--- config.mk ---
export PLATFORM = sky130hd
export DESIGN_NAME = adcr_control
export DESIGN_NICKNAME = d
export VERILOG_FILES = /design/src/common/adcr_pkg.sv /design/src/rtl/adcr_control.sv
export SDC_FILE = /design/constraint.sdc
export NUM_CORES = 1
export LEC_CHECK = 0
export BUFFER_PORTS_ARGS = -buffer_cell sky130_fd_sc_hd__buf_2
export CORE_MARGIN = 1
export CORE_UTILIZATION = 49
export DETAILED_ROUTE_END_ITERATION = 6
export HOLD_SLACK_MARGIN = 0.05
export PLACE_DENSITY_LB_ADDON = 0.25
export SETUP_SLACK_MARGIN = 0.02
export SLEW_MARGIN = 40
export SYNTH_ARGS = -nofsm -noshare
export SYNTH_HDL_FRONTEND = slang
export SYNTH_SLANG_ARGS = --single-unit
--- constraint.sdc ---
create_clock -name clk -period 2.2 [get_ports clk]
set_input_delay 0.33 -clock clk [delete_from_list [all_inputs] [get_ports clk]]
set_output_delay 0.33 -clock clk [all_outputs]
set_load 0.02 [all_outputs]
--- src/common/adcr_pkg.sv ---
// Shared constants and types for the converter control registers
package adcr_pkg;

	// ----------------------------------------------------------------
	// Register offsets
	// ----------------------------------------------------------------
	localparam logic [1:0] OFS_STATUS_CONTROL = 2'h0;
	localparam logic [1:0] OFS_RESULT_HIGH    = 2'h1;
	localparam logic [1:0] OFS_RESULT_LOW     = 2'h2;
	localparam logic [1:0] OFS_CLOCK_CONFIG   = 2'h3;

	// ----------------------------------------------------------------
	// Status and control fields
	// ----------------------------------------------------------------
	localparam int SC_DONE_BIT   = 7;
	localparam int SC_IRQ_EN_BIT = 6;
	localparam int SC_CONT_BIT   = 5;
	localparam int SC_CH_LSB     = 0;
	localparam int CH_W          = 5;

	// ----------------------------------------------------------------
	// Clock config fields
	// ----------------------------------------------------------------
	localparam int CK_DIV_LSB  = 5;
	localparam int DIV_W       = 3;
	localparam int CK_SEL_BIT  = 4;
	localparam int CK_JUST_LSB = 2;
	localparam int JUST_W      = 2;

	// ----------------------------------------------------------------
	// Channel codes
	// ----------------------------------------------------------------
	localparam logic [4:0] CH_PIN_LAST  = 5'h07;
	localparam logic [4:0] CH_FACTORY   = 5'h1b;
	localparam logic [4:0] CH_REF_HIGH  = 5'h1d;
	localparam logic [4:0] CH_REF_LOW   = 5'h1e;
	localparam logic [4:0] CH_POWER_OFF = 5'h1f;

	// ----------------------------------------------------------------
	// Justification codes
	// ----------------------------------------------------------------
	localparam logic [1:0] JUST_TRUNC8 = 2'h0;
	localparam logic [1:0] JUST_RIGHT  = 2'h1;
	localparam logic [1:0] JUST_LEFT   = 2'h2;
	localparam logic [1:0] JUST_SIGNED = 2'h3;

	// ----------------------------------------------------------------
	// Reset values
	// ----------------------------------------------------------------
	localparam logic [4:0] RST_CHANNEL = 5'h1f;
	localparam logic [2:0] RST_DIV     = 3'h0;
	localparam logic       RST_CLK_SEL = 1'b0;
	localparam logic [1:0] RST_JUST    = 2'h1;

	// ----------------------------------------------------------------
	// Timing
	// ----------------------------------------------------------------
	localparam logic [4:0] CONV_TICKS = 5'h10;

	typedef enum logic [0:0] {
		ADCR_IDLE,
		ADCR_CONVERT
	} adcr_state_t;

endpackage

--- src/rtl/adcr_control.sv ---
// Control, status, clock and result registers of the 10-bit converter
//
// Operation
// - Control write aborts any conversion and restarts with new settings.
// - Irq enable low: read-only done flag; set once and held in continuous.
// - Done flag clears on status/control write or result data read.
// - Irq enable high: done flag writable, 0 means interrupt; reset clears.
// - Irq enabled: interrupt per completion, cleared by data read or write.
// - Continuous bit repeats conversions back to back; else one conversion.
// - Five-bit channel select; codes 0 to 7 pick the eight port pins.
// - Unused codes give undefined results; factory test code flagged apart.
// - Two codes route internal high and low reference nodes.
// - Channel code all ones powers the converter off.
// - Left format: high holds bits 9..2, low holds bits 1..0 on top.
// - Right format: high holds bits 9..8, low holds bits 7..0.
// - Signed left format is left format with result top bit inverted.
// - Ten-bit formats: high read freezes low until read; new results lost.
// - Truncation format: low gets bits 9..2, high reads 0, no interlock.
// - Prescaler divides by 1, 2, 4, 8; top bit set divides by 16.
// - Clock select 1 picks bus clock, 0 oscillator; reset picks oscillator.
// - Justification: 00 trunc, 01 right, 10 left, 11 signed; reset right.
// - Conversion ends on the sixteenth converter clock tick, 15 to 16 cycles after start.
// - Continuous results overwrite earlier ones, read or not; the code drops them while the low byte is frozen.
//
// Local design decisions: the register addresses and the plain strobed port.
`timescale 1ns/1ps

module adcr_control
(
	// Clock and reset
	input  wire logic       clk,
	input  wire logic       nrst,
	// Register port
	input  wire logic [1:0] addr,
	input  wire logic [7:0] wdata,
	input  wire logic       wr,
	input  wire logic       rd,
	output logic      [7:0] rdata,
	// Oscillator clock pin
	input  wire logic       oscillator_clock,
	// Analog converter side
	input  wire logic [9:0] sar_result,
	output logic      [4:0] mux_select,
	output logic            pin_channel,
	output logic            reference_channel,
	output logic            factory_test_select,
	output logic            converter_power,
	output logic            converter_clock_tick,
	output logic            converting,
	// Interrupt
	output logic            irq
);

	// ----------------------------------------------------------------
	// Functions
	// ----------------------------------------------------------------
	function automatic logic [3:0] div_limit(input logic [2:0] code);
		logic [3:0] lim;
		lim = 4'hf;
		if (code == 3'h0)
			lim = 4'h0;
		else if (code == 3'h1)
			lim = 4'h1;
		else if (code == 3'h2)
			lim = 4'h3;
		else if (code == 3'h3)
			lim = 4'h7;
		return lim;
	endfunction

	// ----------------------------------------------------------------
	// Registers and state
	// ----------------------------------------------------------------
	logic                 done_flag;
	logic                 irq_enable;
	logic                 continuous_convert;
	logic [4:0]           channel_select;
	logic [2:0]           clock_prescaler;
	logic                 input_clock_select;
	logic [1:0]           justification_select;
	logic [9:0]           result;
	logic                 low_frozen;
	logic                 irq_pending;
	logic                 osc_meta;
	logic                 osc_sync;
	logic                 osc_prev;
	logic [3:0]           div_cnt;
	logic [4:0]           tick_cnt;
	adcr_pkg::adcr_state_t state;

	logic wr_sc;
	logic wr_ck;
	logic rd_hi;
	logic rd_lo;
	logic src_tick;
	logic adc_tick;
	logic complete;
	logic store;
	logic ten_bit;

	assign wr_sc   = wr && addr == adcr_pkg::OFS_STATUS_CONTROL;
	assign wr_ck   = wr && addr == adcr_pkg::OFS_CLOCK_CONFIG;
	assign rd_hi   = rd && addr == adcr_pkg::OFS_RESULT_HIGH;
	assign rd_lo   = rd && addr == adcr_pkg::OFS_RESULT_LOW;
	assign ten_bit = justification_select != adcr_pkg::JUST_TRUNC8;

	// ----------------------------------------------------------------
	// Oscillator synchroniser
	// ----------------------------------------------------------------
	always_ff @(posedge clk)
	begin
		if (!nrst)
		begin
			osc_meta <= 1'b0;
			osc_sync <= 1'b0;
			osc_prev <= 1'b0;
		end
		else
		begin
			osc_meta <= oscillator_clock;
			osc_sync <= osc_meta;
			osc_prev <= osc_sync;
		end
	end

	// ----------------------------------------------------------------
	// Converter clock
	// ----------------------------------------------------------------
	// Source clock choice
	assign src_tick = input_clock_select ? 1'b1 : (osc_sync && !osc_prev);
	assign adc_tick = src_tick && div_cnt == div_limit(clock_prescaler);

	always_ff @(posedge clk)
	begin
		if (!nrst)
			div_cnt <= 4'h0;
		else if (wr_ck)
			div_cnt <= 4'h0;
		else if (adc_tick)
			div_cnt <= 4'h0;
		else if (src_tick)
			div_cnt <= div_cnt + 4'h1;
	end

	// ----------------------------------------------------------------
	// Conversion sequencer
	// ----------------------------------------------------------------
	// Sixteen ticks after start
	assign complete = state == adcr_pkg::ADCR_CONVERT && adc_tick &&
		tick_cnt == adcr_pkg::CONV_TICKS - 5'h1 && !wr_sc;

	always_ff @(posedge clk)
	begin
		if (!nrst)
		begin
			state    <= adcr_pkg::ADCR_IDLE;
			tick_cnt <= 5'h0;
		end
		else if (wr_sc)
		begin
			tick_cnt <= 5'h0;
			if (wdata[adcr_pkg::SC_CH_LSB +: adcr_pkg::CH_W] ==
				adcr_pkg::CH_POWER_OFF)
				state <= adcr_pkg::ADCR_IDLE;
			else
				state <= adcr_pkg::ADCR_CONVERT;
		end
		else
		begin
			case (state)
				adcr_pkg::ADCR_IDLE:
					tick_cnt <= 5'h0;
				adcr_pkg::ADCR_CONVERT:
				begin
					if (complete)
					begin
						tick_cnt <= 5'h0;
						if (!continuous_convert)
							state <= adcr_pkg::ADCR_IDLE;
					end
					else if (adc_tick)
						tick_cnt <= tick_cnt + 5'h1;
				end
				default:
					state <= adcr_pkg::ADCR_IDLE;
			endcase
		end
	end

	// ----------------------------------------------------------------
	// Status and control register
	// ----------------------------------------------------------------
	always_ff @(posedge clk)
	begin
		if (!nrst)
		begin
			irq_enable         <= 1'b0;
			continuous_convert <= 1'b0;
			channel_select     <= adcr_pkg::RST_CHANNEL;
		end
		else if (wr_sc)
		begin
			irq_enable         <= wdata[adcr_pkg::SC_IRQ_EN_BIT];
			continuous_convert <= wdata[adcr_pkg::SC_CONT_BIT];
			channel_select     <=
				wdata[adcr_pkg::SC_CH_LSB +: adcr_pkg::CH_W];
		end
	end

	always_ff @(posedge clk)
	begin
		if (!nrst)
			done_flag <= 1'b0;
		else if (complete)
			done_flag <= !irq_enable;
		else if (wr_sc)
			done_flag <= wdata[adcr_pkg::SC_IRQ_EN_BIT] &&
				wdata[adcr_pkg::SC_DONE_BIT];
		else if (rd_lo || rd_hi)
			done_flag <= irq_enable ? done_flag : 1'b0;
	end

	// ----------------------------------------------------------------
	// Interrupt
	// ----------------------------------------------------------------
	always_ff @(posedge clk)
	begin
		if (!nrst)
			irq_pending <= 1'b0;
		else if (complete && irq_enable)
			irq_pending <= 1'b1;
		else if (wr_sc || rd_lo || rd_hi)
			irq_pending <= 1'b0;
	end

	assign irq = irq_pending;

	// ----------------------------------------------------------------
	// Clock config register
	// ----------------------------------------------------------------
	always_ff @(posedge clk)
	begin
		if (!nrst)
		begin
			clock_prescaler      <= adcr_pkg::RST_DIV;
			input_clock_select   <= adcr_pkg::RST_CLK_SEL;
			justification_select <= adcr_pkg::RST_JUST;
		end
		else if (wr_ck)
		begin
			clock_prescaler      <=
				wdata[adcr_pkg::CK_DIV_LSB +: adcr_pkg::DIV_W];
			input_clock_select   <= wdata[adcr_pkg::CK_SEL_BIT];
			justification_select <=
				wdata[adcr_pkg::CK_JUST_LSB +: adcr_pkg::JUST_W];
		end
	end

	// ----------------------------------------------------------------
	// Result and interlock
	// ----------------------------------------------------------------
	// Drop results while frozen
	assign store = complete && !(low_frozen && ten_bit);

	always_ff @(posedge clk)
	begin
		if (!nrst)
			result <= 10'h000;
		else if (store)
			result <= sar_result;
	end

	always_ff @(posedge clk)
	begin
		if (!nrst)
			low_frozen <= 1'b0;
		else if (!ten_bit || rd_lo)
			low_frozen <= 1'b0;
		else if (rd_hi)
			low_frozen <= 1'b1;
	end

	// ----------------------------------------------------------------
	// Read data
	// ----------------------------------------------------------------
	logic [7:0] next_rdata;

	always_comb
	begin
		next_rdata = 8'h00;
		if (addr == adcr_pkg::OFS_STATUS_CONTROL)
		begin
			next_rdata[adcr_pkg::SC_DONE_BIT]   = done_flag;
			next_rdata[adcr_pkg::SC_IRQ_EN_BIT] = irq_enable;
			next_rdata[adcr_pkg::SC_CONT_BIT]   = continuous_convert;
			next_rdata[adcr_pkg::SC_CH_LSB +: adcr_pkg::CH_W] = channel_select;
		end
		else if (addr == adcr_pkg::OFS_RESULT_HIGH)
		begin
			case (justification_select)
				adcr_pkg::JUST_RIGHT:  next_rdata = {6'h00, result[9:8]};
				adcr_pkg::JUST_LEFT:   next_rdata = result[9:2];
				adcr_pkg::JUST_SIGNED: next_rdata = {!result[9], result[8:2]};
				default:               next_rdata = 8'h00;
			endcase
		end
		else if (addr == adcr_pkg::OFS_RESULT_LOW)
		begin
			case (justification_select)
				adcr_pkg::JUST_RIGHT:  next_rdata = result[7:0];
				adcr_pkg::JUST_LEFT:   next_rdata = {result[1:0], 6'h00};
				adcr_pkg::JUST_SIGNED: next_rdata = {result[1:0], 6'h00};
				default:               next_rdata = result[9:2];
			endcase
		end
		else if (addr == adcr_pkg::OFS_CLOCK_CONFIG)
		begin
			next_rdata[adcr_pkg::CK_DIV_LSB +: adcr_pkg::DIV_W] = clock_prescaler;
			next_rdata[adcr_pkg::CK_SEL_BIT] = input_clock_select;
			next_rdata[adcr_pkg::CK_JUST_LSB +: adcr_pkg::JUST_W] =
				justification_select;
		end
	end

	always_ff @(posedge clk)
	begin
		if (!nrst)
			rdata <= 8'h00;
		else if (rd)
			rdata <= next_rdata;
		else
			rdata <= 8'h00;
	end

	// ----------------------------------------------------------------
	// Analog side
	// ----------------------------------------------------------------
	// Channel to mux
	assign mux_select           = channel_select;
	assign pin_channel          = channel_select <= adcr_pkg::CH_PIN_LAST;
	assign reference_channel    = channel_select == adcr_pkg::CH_REF_HIGH ||
		channel_select == adcr_pkg::CH_REF_LOW;
	assign factory_test_select  = channel_select == adcr_pkg::CH_FACTORY;
	assign converter_power      = channel_select != adcr_pkg::CH_POWER_OFF;
	assign converter_clock_tick = adc_tick && converter_power;
	assign converting           = state == adcr_pkg::ADCR_CONVERT;

endmodule

# [After elaboration in Yosys (flattened, before gate mapping)]
# Index checks and enable logic that the tools add are counted.
# W data, S select, Z words.
[word_totals] regBits=47 input_bits=25 output_inout_bits=20 wordCells=102
[op_classes] add_sub_neg=2 order_cmp=1 eq_ne=18 n_mux=26 bitwise=2 reduce_logical=36
[op_table] cell="$pmux W8 S3" count=1
[op_table] cell="$eq A5 B5 Y1 const B" count=4
[op_table] cell="$mux W4" count=4
[op_table] cell="$mux W8" count=2
[op_table] cell="$pmux W8 S2" count=1
[op_table] cell="$logic_and A1 B1 Y1" count=14
[op_table] cell="$mux W1" count=12
[op_table] cell="$mux W6" count=2
[op_table] cell="$mux W5" count=2
[op_table] cell="$pmux W5 S2" count=1
[op_table] cell="$eq A2 B2 Y1 const B" count=4
[op_table] cell="$eq A3 B2 Y1 const B" count=2
[op_table] cell="$logic_not A1 Y1" count=6
[op_table] cell="$ne A3 B1 Y1 const B" count=2
[op_table] cell="$reduce_or A2 Y1" count=3
[op_table] cell="$add A5 B1 Y5 const B" count=1
[op_table] cell="$eq A5 B4 Y1 const B" count=1
[op_table] cell="$le A5 B3 Y1 const B" count=1
[op_table] cell="$logic_or A1 B1 Y1" count=5
[op_table] cell="$ne A5 B5 Y1 const B" count=1
[op_table] cell="$add A4 B1 Y4 const B" count=1
[op_table] cell="$eq A2 B1 Y1 const B" count=2
[op_table] cell="$eq A4 B4 Y1" count=1
[op_table] cell="$reduce_and A2 Y1" count=2
[op_table] cell="8 further kinds" count=10

# [Logic depth before layout (Yosys ltp)]
# Gate-level depths: netlist (run 1).
[logic_depth] ltp_word=13 ltp_mapped=9 ltp_nobuf=8

# [Worst setup path before layout (run 1)]
# OpenSTA, ideal clock, no wires.
[synth_timing] path_type="reg-to-reg" start="reg tick_cnt[0]" end="reg result[0]" arrival_time_ps=1963 required_time_ps=2080 path_slack_ps=117 path_stages_with_launch=10 synth_period_minus_slack_ps=2083 cell_sequence="dfxtp_1 -> ha_1 -> and3_1 -> ha_1 -> nand2_1 -> a211o_1 -> nor4b_2 -> nand3_2 -> buf_6 -> mux2i_1"
[synth_via] elab_chain_len=4
[synth_lines] item="start, declared" line="adcr_control.sv:88" rtl="logic [4:0] tick_cnt;"
[synth_lines] item="start signal, assigned" line="adcr_control.sv:182" rtl="tick_cnt <= tick_cnt + 5'h1;"
[synth_lines] item="$eq A5 B4 Y1" line="adcr_control.sv:150" rtl="tick_cnt == adcr_pkg::CONV_TICKS - 5'h1 && !wr_sc;"
[synth_lines] item="$logic_and A1 B1 Y1" line="adcr_control.sv:149" rtl="assign complete = state == adcr_pkg::ADCR_CONVERT && adc_tick &&"
[synth_lines] item="$logic_and A1 B1 Y1" line="adcr_control.sv:150"
[synth_lines] item="$logic_and A1 B1 Y1" line="adcr_control.sv:263" rtl="assign store = complete && !(low_frozen && ten_bit);"
[synth_lines] item="end signal, assigned" line="adcr_control.sv:270" rtl="result <= sar_result;"
[synth_lines] item="end, declared" line="adcr_control.sv:81" rtl="logic [9:0] result;"
# Every way passes these cells.
# A chain may end at the register's enable or synchronous reset.

# [Worst setup path in the final report (run 1)]
[layout_timing] start="reg tick_cnt[0]" end="reg result[4]"
# The elaborated chain is that of the path after synthesis.

==> run summary, run 1 <==
### Status
* run status: finished, violations left
* failing checks: DRC

### Floorplanning
* effective utilization at floorplan: 52.1%
* die height: 71.0 um
* Die Area: 5040 um^2
* CORE AREA: 4470 um^2
* die width: 71.0 um
* number of cell rows: 24
* number of placed I/O pins: 45

### Final layout
* synth-to-layout area growth: 19.5%
* antenna fix cells: 0
* non-filler instance count after layout: 375
* Final Instance Area: 2790 um^2
* final design utilization: 62.3%
* number of nets in the finished design: 350
* share of post-route cells with drive strength above 1: 22.0%

### Logic synthesis
* warning count from the yosys run: 0
* post-synthesis share of cell area spent on full adders, half adders and majority gates: 1.61%
* synthesized-area fraction occupied by ao, oa, aoi and oai cells: 14.2%
* number of flip-flops and latches in the synthesized netlist: 47
* sequential-to-total area share from yosys stat: 40.3%
* fraction of post-synthesis cell area in the top cell type by area: 40.3%
* fraction of synthesis flops using an asynchronous set or reset pin: 0%
* library cell with the largest summed area after synthesis: sky130_fd_sc_hd__dfxtp_1
* number of instances in the synthesized netlist: 283
* count of flip-flops with a built-in enable after synthesis: 0
* post-synthesis instance area: 2330 um^2
* dominant combinational cell family by area after synthesis: simple AND/OR/NAND/NOR gates
* multiplexer share of the synthesized area: 9.87%
* list of most frequent post-synthesis cells: 50 x sky130_fd_sc_hd__nand2_1, 47 x sky130_fd_sc_hd__dfxtp_1, 23 x sky130_fd_sc_hd__mux2i_1, 20 x sky130_fd_sc_hd__nor2_1, 17 x sky130_fd_sc_hd__nor2b_1
* top-count cell post-synth: sky130_fd_sc_hd__nand2_1
* distinct cell type count after synthesis: 44
* XOR/XNOR share of the synthesized area: 2.25%
* post-synthesis share of cell area spent on and, or, nand and nor gates: 28.1%
* cell types occupying the most area after synthesis: sky130_fd_sc_hd__dfxtp_1 40%, sky130_fd_sc_hd__mux2i_1 9.9%, sky130_fd_sc_hd__nand2_1 8.0%
* most instantiated flip-flop cell in the synthesis netlist: sky130_fd_sc_hd__dfxtp_1
* syn avg cell area: 8.24 um^2
* synthesized netlist net count: 311

### Route
* detail-routed via count per cell: 5.67
* DRC: 6
* detailed-route wire length per cell: 14.4 um
* Detailed Route Iter0 Violations: 156
* vias: 2125
* DRT antenna net count: 0
* total wire length: 5410 um
* total iterations of the first detailed-routing run: 7

### STA
* worst setup slack after layout: 48.3 ps
* final period utilization: 97.8%
* Slew @ Worst Pin: 625 ps
* Period minus WS final: 2150 ps
* Hold Violations, Final: 0
* final setup vio count: 0
* total count of max-transition violations in the final report: 0
* Clock Skews: 3.61 ps
* worst relative slew slack: 58.3%
* timing-limited maximum frequency: 465 MHz

### Run
* max-capacitance violation count: 0

### Global route
* residual overflow from global routing: 0
* met3 track demand over resource in global routing: 5.13%
* initial antenna violation count: 0
* GR met1 Demand/Resource: 31.1%
* total routing resource utilization after global routing: 21.9%
* most used routing layer: met2
* number of global-route vias before repair: 1887
* largest net degree at the start of global routing: 29
* GR met2 Demand/Resource: 33.1%
* wire length of the first global-routing pass: 8830 um

### Clock tree
* clk sinks: 47
* Num CTS Buffers: 5
* H-tree depth reported by CTS: 2
* root buffer selected by CTS: sky130_fd_sc_hd__clkbuf_8
* clock input transition at the sequential cells of the worst setup and hold paths: 90 ps
* insertion delay to the later sink of the worst-skew pair: 300 ps
* TritonCTS clock tree: yes
* post-cts hold buffer count: 0
* maximum count of clock buffers along a single path: 2

### Worst hold path
* class of the most critical hold timing path: in -> reg
* worst hold stages: 2

### Power
* highest ir drop seen on vdd: 0.000425 V
* P_int: 0.00141 W
* portion of total power attributed to combinational logic: 11.3%
* portion of total power attributed to the clock network: 40.1%
* Sw Ratio: 23.7%
* Pwr per Cell Area: 664 nW/um^2
* leakage power: 1.23 nW
* Sequential Power Share: 48.5%
* Sw Pwr: 0.000439 W

### Setup path
* path depth of the worst reg2reg path: 9
* register-to-register path setup slack: 50 ps
* Reg2Reg Capture Point: result[4]
* maximum fanout along the worst path: 10
* arrival time at the worst endpoint: 2340 ps
* CP startpoint kind: flip-flop
* Worst setup startpoint: tick_cnt[0]
* Crit path required time: 2390 ps
* category of the critical setup timing path: reg -> reg
* Critical Path End: result[4]
* worst r2r src: tick_cnt[0]
* endpoint kind of the worst setup timing path: flip-flop

### Place
* worst-case setup slack after placement: 94.1 ps
* cell area reported after detailed placement: 2580 um^2
* last weighted congestion value of the routability-driven placer: 0.811
* count of input and output buffers: 44
* detailed placer's ending HPWL: 3630 um
* Post-Place Cells: 366

==> what timing repair did <==
item	in CTS	in global routing
setup endpoints to repair	1	14
resized for setup	2	12
cloned	0	0
buffers inserted	0	1
pin swaps	0	3
==> cell families (layout without fill, tap and decap cells) <==
family	count (synthesis)	in the layout
flops	47	47
mux	23	23
simple gates	133	133
xor+xnor	6	6
compound gates	51	51
buf+inv	20	60
fa+ha+maj	3	3
==> per-stage QoR <==
step | hold WS, ps | TNS (ps) | power [W]
final | 240 | 0 | 0.00185
after floorplan | 412 | 0 | 0.00105
after CTS | 235 | 0 | 0.00184
after global routing | 258 | -142 | 0.00190
after global placement | 416 | 0 | 0.00111
after detailed placement | 424 | 0 | 0.00111
==> critical path, stage by stage, from the launching register on <==
cell and delay, ps:
sky130_fd_sc_hd__dfxtp_4 380, sky130_fd_sc_hd__ha_4 140, sky130_fd_sc_hd__and3_1 170, sky130_fd_sc_hd__ha_2 180, sky130_fd_sc_hd__nand2_1 60, sky130_fd_sc_hd__a211o_1 320, sky130_fd_sc_hd__nor4b_4 360, sky130_fd_sc_hd__nand3_2 120
sky130_fd_sc_hd__buf_6 180, sky130_fd_sc_hd__mux2i_1 120
==> layout by cell type, fill, tap and decap left out, types with 2 or more instances in the layout <==
| cell | Yosys | layout |
|---|---|---|
| sky130_fd_sc_hd__nand2_1 | 50 | 50 |
| sky130_fd_sc_hd__dfxtp_1 | 47 | 45 |
| sky130_fd_sc_hd__buf_2 | 2 | 44 |
| sky130_fd_sc_hd__mux2i_1 | 23 | 22 |
| sky130_fd_sc_hd__nor2_1 | 20 | 20 |
| sky130_fd_sc_hd__nor2b_1 | 17 | 17 |
| sky130_fd_sc_hd__a21oi_1 | 13 | 13 |
| sky130_fd_sc_hd__nand3_1 | 12 | 12 |
| sky130_fd_sc_hd__o21ai_0 | 12 | 12 |
| sky130_fd_sc_hd__nor3_1 | 12 | 11 |
| sky130_fd_sc_hd__a311oi_1 | 5 | 5 |
| sky130_fd_sc_hd__clkbuf_8 | 0 | 5 |
| sky130_fd_sc_hd__buf_4 | 0 | 5 |
| sky130_fd_sc_hd__and2_1 | 4 | 4 |
| sky130_fd_sc_hd__or2_2 | 3 | 3 |
| sky130_fd_sc_hd__nand2b_1 | 3 | 3 |
| sky130_fd_sc_hd__a31oi_1 | 3 | 3 |
| sky130_fd_sc_hd__xor2_1 | 3 | 3 |
| sky130_fd_sc_hd__o211ai_1 | 3 | 3 |
| sky130_fd_sc_hd__inv_1 | 2 | 2 |
| sky130_fd_sc_hd__xnor2_1 | 3 | 2 |
| sky130_fd_sc_hd__nand3b_1 | 2 | 2 |
| sky130_fd_sc_hd__a22oi_1 | 2 | 2 |
| sky130_fd_sc_hd__a211oi_1 | 3 | 2 |
| sky130_fd_sc_hd__or3_1 | 2 | 2 |
| sky130_fd_sc_hd__a21boi_0 | 2 | 2 |
| sky130_fd_sc_hd__bufinv_16 | 0 | 2 |
==> worst min path at each step <==
stage | from | end | slack [ps]
2_1_floorplan | osc_meta | osc_sync | 410
4_1_cts | oscillator_clock | osc_meta | 240
6_report | oscillator_clock | osc_meta | 240
3_3_place_gp | osc_meta | osc_sync | 420
5_1_grt | oscillator_clock | osc_meta | 260
3_5_place_dp | osc_meta | osc_sync | 420
==> final cells by class <==
cell class | count | area (um^2)
Clock buffer | 6 | 72.6
Clock inverter | 2 | 60.1
Fill cell | 395 | 1690
Inverter | 2 | 7.51
Multi-Input combinational cell | 216 | 1370
Sequential cell | 47 | 946
Tap cell | 52 | 65.1
Timing Repair Buffer | 50 | 269
==> routing by layer <==
layer	wire, um	vias to the layer above
li1	-	1067
met1	2650	972
met2	2330	79
met3	362	7
met4	70	0
met5	0	-
==> sequential cells by signal, indices dropped and copies added (netlist names) <==
signal                count
osc_sync                  1
clock_prescaler           3
low_frozen                1
continuous_convert        1
tick_cnt                  5
osc_meta                  1
result                   10
justification_select      2
converting                1
mux_select                5
input_clock_select        1
irq                       1
osc_prev                  1
done_flag                 1
rdata                     8
irq_enable                1
div_cnt                   4
==> power by group through the flow <==
stage	logic, W	registers (W)	clock network, W
finish	0.000209	0.000899	0.000743
detailed placement	0.000196	0.000918	0
CTS	0.000203	0.000898	0.000744
global route	0.000233	0.000902	0.000768
global placement	0.000193	0.000918	0
floorplan	0.000130	0.000920	0
(Power assumes the default switching activity.)
==> inputs of run 2 (changes only) <==
--- a/config.mk
+++ b/config.mk
@@ -6,8 +6,10 @@
 export NUM_CORES = 1
 export LEC_CHECK = 0
 export BUFFER_PORTS_ARGS = -buffer_cell sky130_fd_sc_hd__buf_2
+export CELL_PAD_IN_SITES_DETAIL_PLACEMENT = 1
+export CELL_PAD_IN_SITES_GLOBAL_PLACEMENT = 2
 export CORE_MARGIN = 1
-export CORE_UTILIZATION = 49
+export CORE_UTILIZATION = 29
 export DETAILED_ROUTE_END_ITERATION = 6
 export HOLD_SLACK_MARGIN = 0.05
 export PLACE_DENSITY_LB_ADDON = 0.25
==> run 2 against run 1 <==
The run now ends clean. Register-to-register slack improved by 100 ps. Largest cell class unchanged. Critical path type unchanged. Final cell count rose by 15%. Critical path depth did not move. Highest routed layer unchanged.
==> run summary, run 2 (same netlist as run 1, synthesis figures left out) <==
### STA
* Period minus WS final: 2050 ps
* final setup vio count: 0
* worst relative slew slack: 52.8%
* total count of max-transition violations in the final report: 0
* Setup TNS Final: 0 ps
* Hold Violations, Final: 0
* Clock Skews: 7.17 ps
* timing-limited maximum frequency: 488 MHz
* Slew @ Worst Pin: 707 ps
* worst setup slack after layout: 152 ps
* final period utilization: 93.1%
* unrepaired setup endpoints after global routing: no

### Clock tree
* Num CTS Buffers: 5
* post-cts hold buffer count: 0
* root buffer selected by CTS: sky130_fd_sc_hd__clkbuf_8
* insertion delay to the later sink of the worst-skew pair: 300 ps
* TritonCTS clock tree: yes
* maximum count of clock buffers along a single path: 2
* clk sinks: 47
* clock input transition at the sequential cells of the worst setup and hold paths: 90 ps
* H-tree depth reported by CTS: 2

### Worst hold path
* class of the most critical hold timing path: in -> reg
* hold wc startpoint: oscillator_clock
* worst hold stages: 2
* endpoint of the worst hold path: osc_meta

### Setup path
* CP startpoint kind: flip-flop
* path depth of the worst reg2reg path: 9
* worst r2r src: tick_cnt[0]
* Worst setup startpoint: tick_cnt[0]
* endpoint kind of the worst setup timing path: flip-flop
* arrival time at the worst endpoint: 2240 ps
* maximum fanout along the worst path: 10
* Reg2Reg Capture Point: result[0]
* Crit path required time: 2390 ps
* category of the critical setup timing path: reg -> reg
* register-to-register path setup slack: 150 ps

### Route
* DRT antenna net count: 0
* detail-routed via count per cell: 4.90
* Detailed Route Iter0 Violations: 72
* vias: 2117
* wire length on met2: 2840 um
* total iterations of the first detailed-routing run: 4
* Routed met3 length: 221 um
* detailed-route wire length per cell: 15.2 um
* total wire length: 6560 um
* DRC: 0
* highest routed metal layer: met4
* detailed-routing wirelength on met1: 3400 um

### Global route
* number of global-route vias before repair: 2102
* largest net degree at the start of global routing: 23
* wire length of the first global-routing pass: 10900 um
* initial antenna violation count: 0
* residual overflow from global routing: 0
* total routing resource utilization after global routing: 16.6%

### Floorplanning
* die width: 91.7 um
* number of cell rows: 32
* Die Area: 8410 um^2
* number of placed I/O pins: 45
* effective utilization at floorplan: 30.0%
* CORE AREA: 7770 um^2
* die height: 91.7 um

### Final layout
* filler instances: 976
* number of flip-flops under the largest register name: 10
* commonest non-fill, non-tap cells in the layout: 50 x sky130_fd_sc_hd__nand2_1, 44 x sky130_fd_sc_hd__buf_2, 43 x sky130_fd_sc_hd__dfxtp_1
* number of nets in the finished design: 357
* synth-to-layout area growth: 23.1%
* share of post-route cells with drive strength above 1: 23.3%
* register with the most flip-flops: result
* largest registers in the final layout: result (10), rdata (8)
* leading cell type in the layout, fill and taps excluded: sky130_fd_sc_hd__nand2_1
* antenna fix cells: 0

### Place
* last weighted congestion value of the routability-driven placer: 0.728
* detailed placer's ending HPWL: 4760 um
* count of input and output buffers: 44
* worst-case setup slack after placement: 53.0 ps

### Status
* run status: finished clean

### Power
* highest ir drop seen on vdd: 0.000302 V
* Pwr per Cell Area: 655 nW/um^2
* leakage power: 1.26 nW

### Run
* max-capacitance violation count: 0

run 2: critical path, stage by stage (launching register included):
cell	delay, ps
sky130_fd_sc_hd__dfxtp_2	370
sky130_fd_sc_hd__ha_1	180
sky130_fd_sc_hd__and3_1	170
sky130_fd_sc_hd__ha_1	170
sky130_fd_sc_hd__nand2_1	60
sky130_fd_sc_hd__a211o_1	290
sky130_fd_sc_hd__nor4b_4	280
sky130_fd_sc_hd__nand3_2	110
sky130_fd_sc_hd__buf_6	180
sky130_fd_sc_hd__mux2i_1	130
run 2: power breakdown:
group	internal (W)	switching, W	leakage [nW]
logic	0.0000922	0.000132	0.817
registers	0.000872	0.0000268	0.384
clock network	0.000453	0.000305	0.0644
total	0.00142	0.000464	1.26
run 2: layout make-up:
cell class	count	area, um^2	share of cell area, %
multi-input combinational	216	1330	46.4
sequential	47	946	32.9
timing repair buffer	57	322	11.2
tap	102	128	4.44
clock buffer	5	68.8	2.40
clock inverter	3	67.6	2.35
inverter	2	7.51	0.261
run 2: what timing repair did:
item	4_1_cts	5_1_grt
resized for setup	1	8
endpoints found under the setup margin	1	14
pin swaps	0	1
buffers inserted	0	1
run 2: metal layers:
metal / track usage (%) / vias to the layer above
li1: - / 1079
met1: 22.7 / 991
met2: 26.3 / 39
met3: 3.07 / 8
met4: 5.16 / 0
met5: 0 / -
run 2: worst max path at each step:
stage,endpoint,slack (ps),cells past startpoint
5_1_grt,converter_clock_tick,10,6
2_1_floorplan,result[0],120,9
3_3_place_gp,result[6],130,9
3_5_place_dp,result[1],50,9
4_1_cts,result[3],30,9
6_report,result[0],150,9
run 2: stage by stage:
stage	area, um^2	power (W)	std cells	hold slack [ps]	util (%)
6_report	2870	0.00188	432	236	37.0
5_1_grt	2870	0.00197	432	236	37.0
4_1_cts	2830	0.00190	431	226	36.5
3_5_place_dp	2690	0.00114	423	426	34.7
3_3_place_gp	2690	0.00114	423	415	34.7
2_1_floorplan	2330	0.00105	283	412	-
==> inputs of run 3 (changes only) <==
--- a/config.mk
+++ b/config.mk
@@ -8,13 +8,13 @@
 export BUFFER_PORTS_ARGS = -buffer_cell sky130_fd_sc_hd__buf_2
 export CELL_PAD_IN_SITES_DETAIL_PLACEMENT = 1
 export CELL_PAD_IN_SITES_GLOBAL_PLACEMENT = 2
+export CORE_ASPECT_RATIO = 0.5
 export CORE_MARGIN = 1
 export CORE_UTILIZATION = 29
 export DETAILED_ROUTE_END_ITERATION = 6
 export HOLD_SLACK_MARGIN = 0.05
 export PLACE_DENSITY_LB_ADDON = 0.25
 export SETUP_SLACK_MARGIN = 0.02
-export SLEW_MARGIN = 40
 export SYNTH_ARGS = -nofsm -noshare
 export SYNTH_HDL_FRONTEND = slang
 export SYNTH_SLANG_ARGS = --single-unit
==> run 3 against run 2 <==
Sequential cell count unchanged. Global-route usage up 0.68 points. Sequential power down 0.4%. Routed wire length up 3.5%. Highest routed layer unchanged.
==> run summary, run 3 (same netlist as run 1, synthesis figures left out) <==
### Status
* run status: finished clean

### Final layout
* leading cell type in the layout, fill and taps excluded: sky130_fd_sc_hd__nand2_1
* synth-to-layout area growth: 28.1%
* register with the most flip-flops: result
* largest registers in the final layout: result (10), rdata (8)
* share of post-route cells with drive strength above 1: 24.7%
* Seq. cell area: 950 um^2
* filler instances: 915
* number of flip-flops under the largest register name: 10
* commonest non-fill, non-tap cells in the layout: 49 x sky130_fd_sc_hd__nand2_1, 44 x sky130_fd_sc_hd__dfxtp_1, 44 x sky130_fd_sc_hd__buf_2
* area taken by multi-input logic gates: 1370 um^2
* antenna fix cells: 0
* number of nets in the finished design: 359

### Place
* worst-case setup slack after placement: 4.76 ps
* last weighted congestion value of the routability-driven placer: 0.798
* detailed placer's ending HPWL: 4830 um
* count of input and output buffers: 44

### Clock tree
* insertion delay to the later sink of the worst-skew pair: 300 ps
* maximum count of clock buffers along a single path: 2
* post-cts hold buffer count: 0
* clk sinks: 47
* Num CTS Buffers: 5
* root buffer selected by CTS: sky130_fd_sc_hd__clkbuf_16
* TritonCTS clock tree: yes
* H-tree depth reported by CTS: 2
* clock input transition at the sequential cells of the worst setup and hold paths: 70 ps

### Setup path
* delay-heaviest family, CP: simple AND/OR/NAND/NOR gates
* endpoint kind of the worst setup timing path: flip-flop
* category of the critical setup timing path: reg -> reg
* critical path buffer and inverter count: 1
* CP dominant cell by count: sky130_fd_sc_hd__ha_4
* arrival time at the worst endpoint: 2370 ps
* largest stage delay on the critical path: 370 ps
* cells along the critical path: ha_4 -> and3_4 -> ha_4 -> nand2_2 -> a211o_1 -> nor4b_4 -> nand3_2 -> clkbuf_16 -> mux2i_1
* Crit path required time: 2420 ps
* slowest cell on the critical path: sky130_fd_sc_hd__dfxtp_4
* register-to-register path setup slack: 50 ps
* maximum fanout along the worst path: 5
* CP startpoint kind: flip-flop

### Floorplanning
* effective utilization at floorplan: 30.9%
* CORE AREA: 7540 um^2
* number of placed I/O pins: 45
* die height: 65.4 um
* Die Area: 8430 um^2
* number of cell rows: 22
* die width: 129 um

### STA
* unrepaired setup endpoints after global routing: yes
* timing-limited maximum frequency: 464 MHz
* final period utilization: 97.9%
* worst relative slew slack: 67.2%
* Clock Skews: 7.21 ps
* Setup TNS Final: 0 ps
* Hold Violations, Final: 0
* total count of max-transition violations in the final report: 0
* Slew @ Worst Pin: 492 ps
* Period minus WS final: 2150 ps
* worst setup slack after layout: 46.9 ps
* final setup vio count: 0

### Global route
* wire length of the first global-routing pass: 11000 um
* number of global-route vias before repair: 2246
* residual overflow from global routing: 0
* initial antenna violation count: 0
* largest net degree at the start of global routing: 29
* total routing resource utilization after global routing: 17.3%

### Run
* max-capacitance violation count: 0

### Power
* highest ir drop seen on vdd: 0.000239 V
* Pwr per Cell Area: 652 nW/um^2
* leakage power: 1.29 nW

### Route
* DRT antenna net count: 0
* DRC: 0
* vias: 2167
* Detailed Route Iter0 Violations: 102
* total iterations of the first detailed-routing run: 4
* detailed-route wire length per cell: 15.4 um
* total wire length: 6790 um
* detail-routed via count per cell: 4.93

### Worst hold path
* class of the most critical hold timing path: in -> reg

[run 3: changes by cell type in the layout (fill, tap and decap cells not counted), sizes merged]
cell	previous run	this run
clkbuf	5	8
buf	57	58
bufinv	2	0
[run 3: power breakdown]
group | internal, W | leakage [nW] | switching, W
Clock | 0.000484 | 0.0761 | 0.000346
Sequential | 0.000870 | 0.384 | 0.0000247
Combinational | 0.0000902 | 0.834 | 0.000133
[run 3: cell type report]
cell class	instances	area share, %
repair buffers	59	12.1
clock buffers	7	5.11
clock inverters	1	0.251
well taps	108	4.52
multi-input cells	216	45.9
flip-flops and latches	47	31.8
inverters	2	0.251
[run 3: worst paths after layout]
kind | from | cells past startpoint | end
max | tick_cnt[0] | 9 | result[9]
min | oscillator_clock | 2 | osc_meta
max reg2reg | tick_cnt[0] | 9 | result[9]
min reg2reg | osc_meta | 1 | osc_sync
[run 3: what timing repair did]
item                                    in CTS  in global routing
gates cloned                                 0                  1
setup buffers                                0                  4
endpoints found under the setup margin      11                 14
pin swaps                                    0                  2
resized for setup                            1                 18
[run 3: layer usage]
metal / up-vias / routed length [um] / GRT usage (%)
met5: - / 0 / 0
met3: 11 / 199 / 3.83
li1: 1076 / - / -
met1: 1042 / 3440 / 21.6
met4: 0 / 79 / 6.03
met2: 38 / 3080 / 29.4
[run 3: metrics by stage]
| step | cells | power, W | util [%] | hold WS, ps | instance area, um^2 |
|---|---|---|---|---|---|
| floorplan | 283 | 0.00105 | - | 412 | 2330 |
| global placement | 427 | 0.00112 | 35.6 | 417 | 2690 |
| detailed placement | 427 | 0.00113 | 35.6 | 437 | 2690 |
| CTS | 435 | 0.00197 | 37.8 | 241 | 2850 |
| global route | 440 | 0.00204 | 39.6 | 274 | 2990 |
| finish | 440 | 0.00195 | 39.6 | 241 | 2990 |
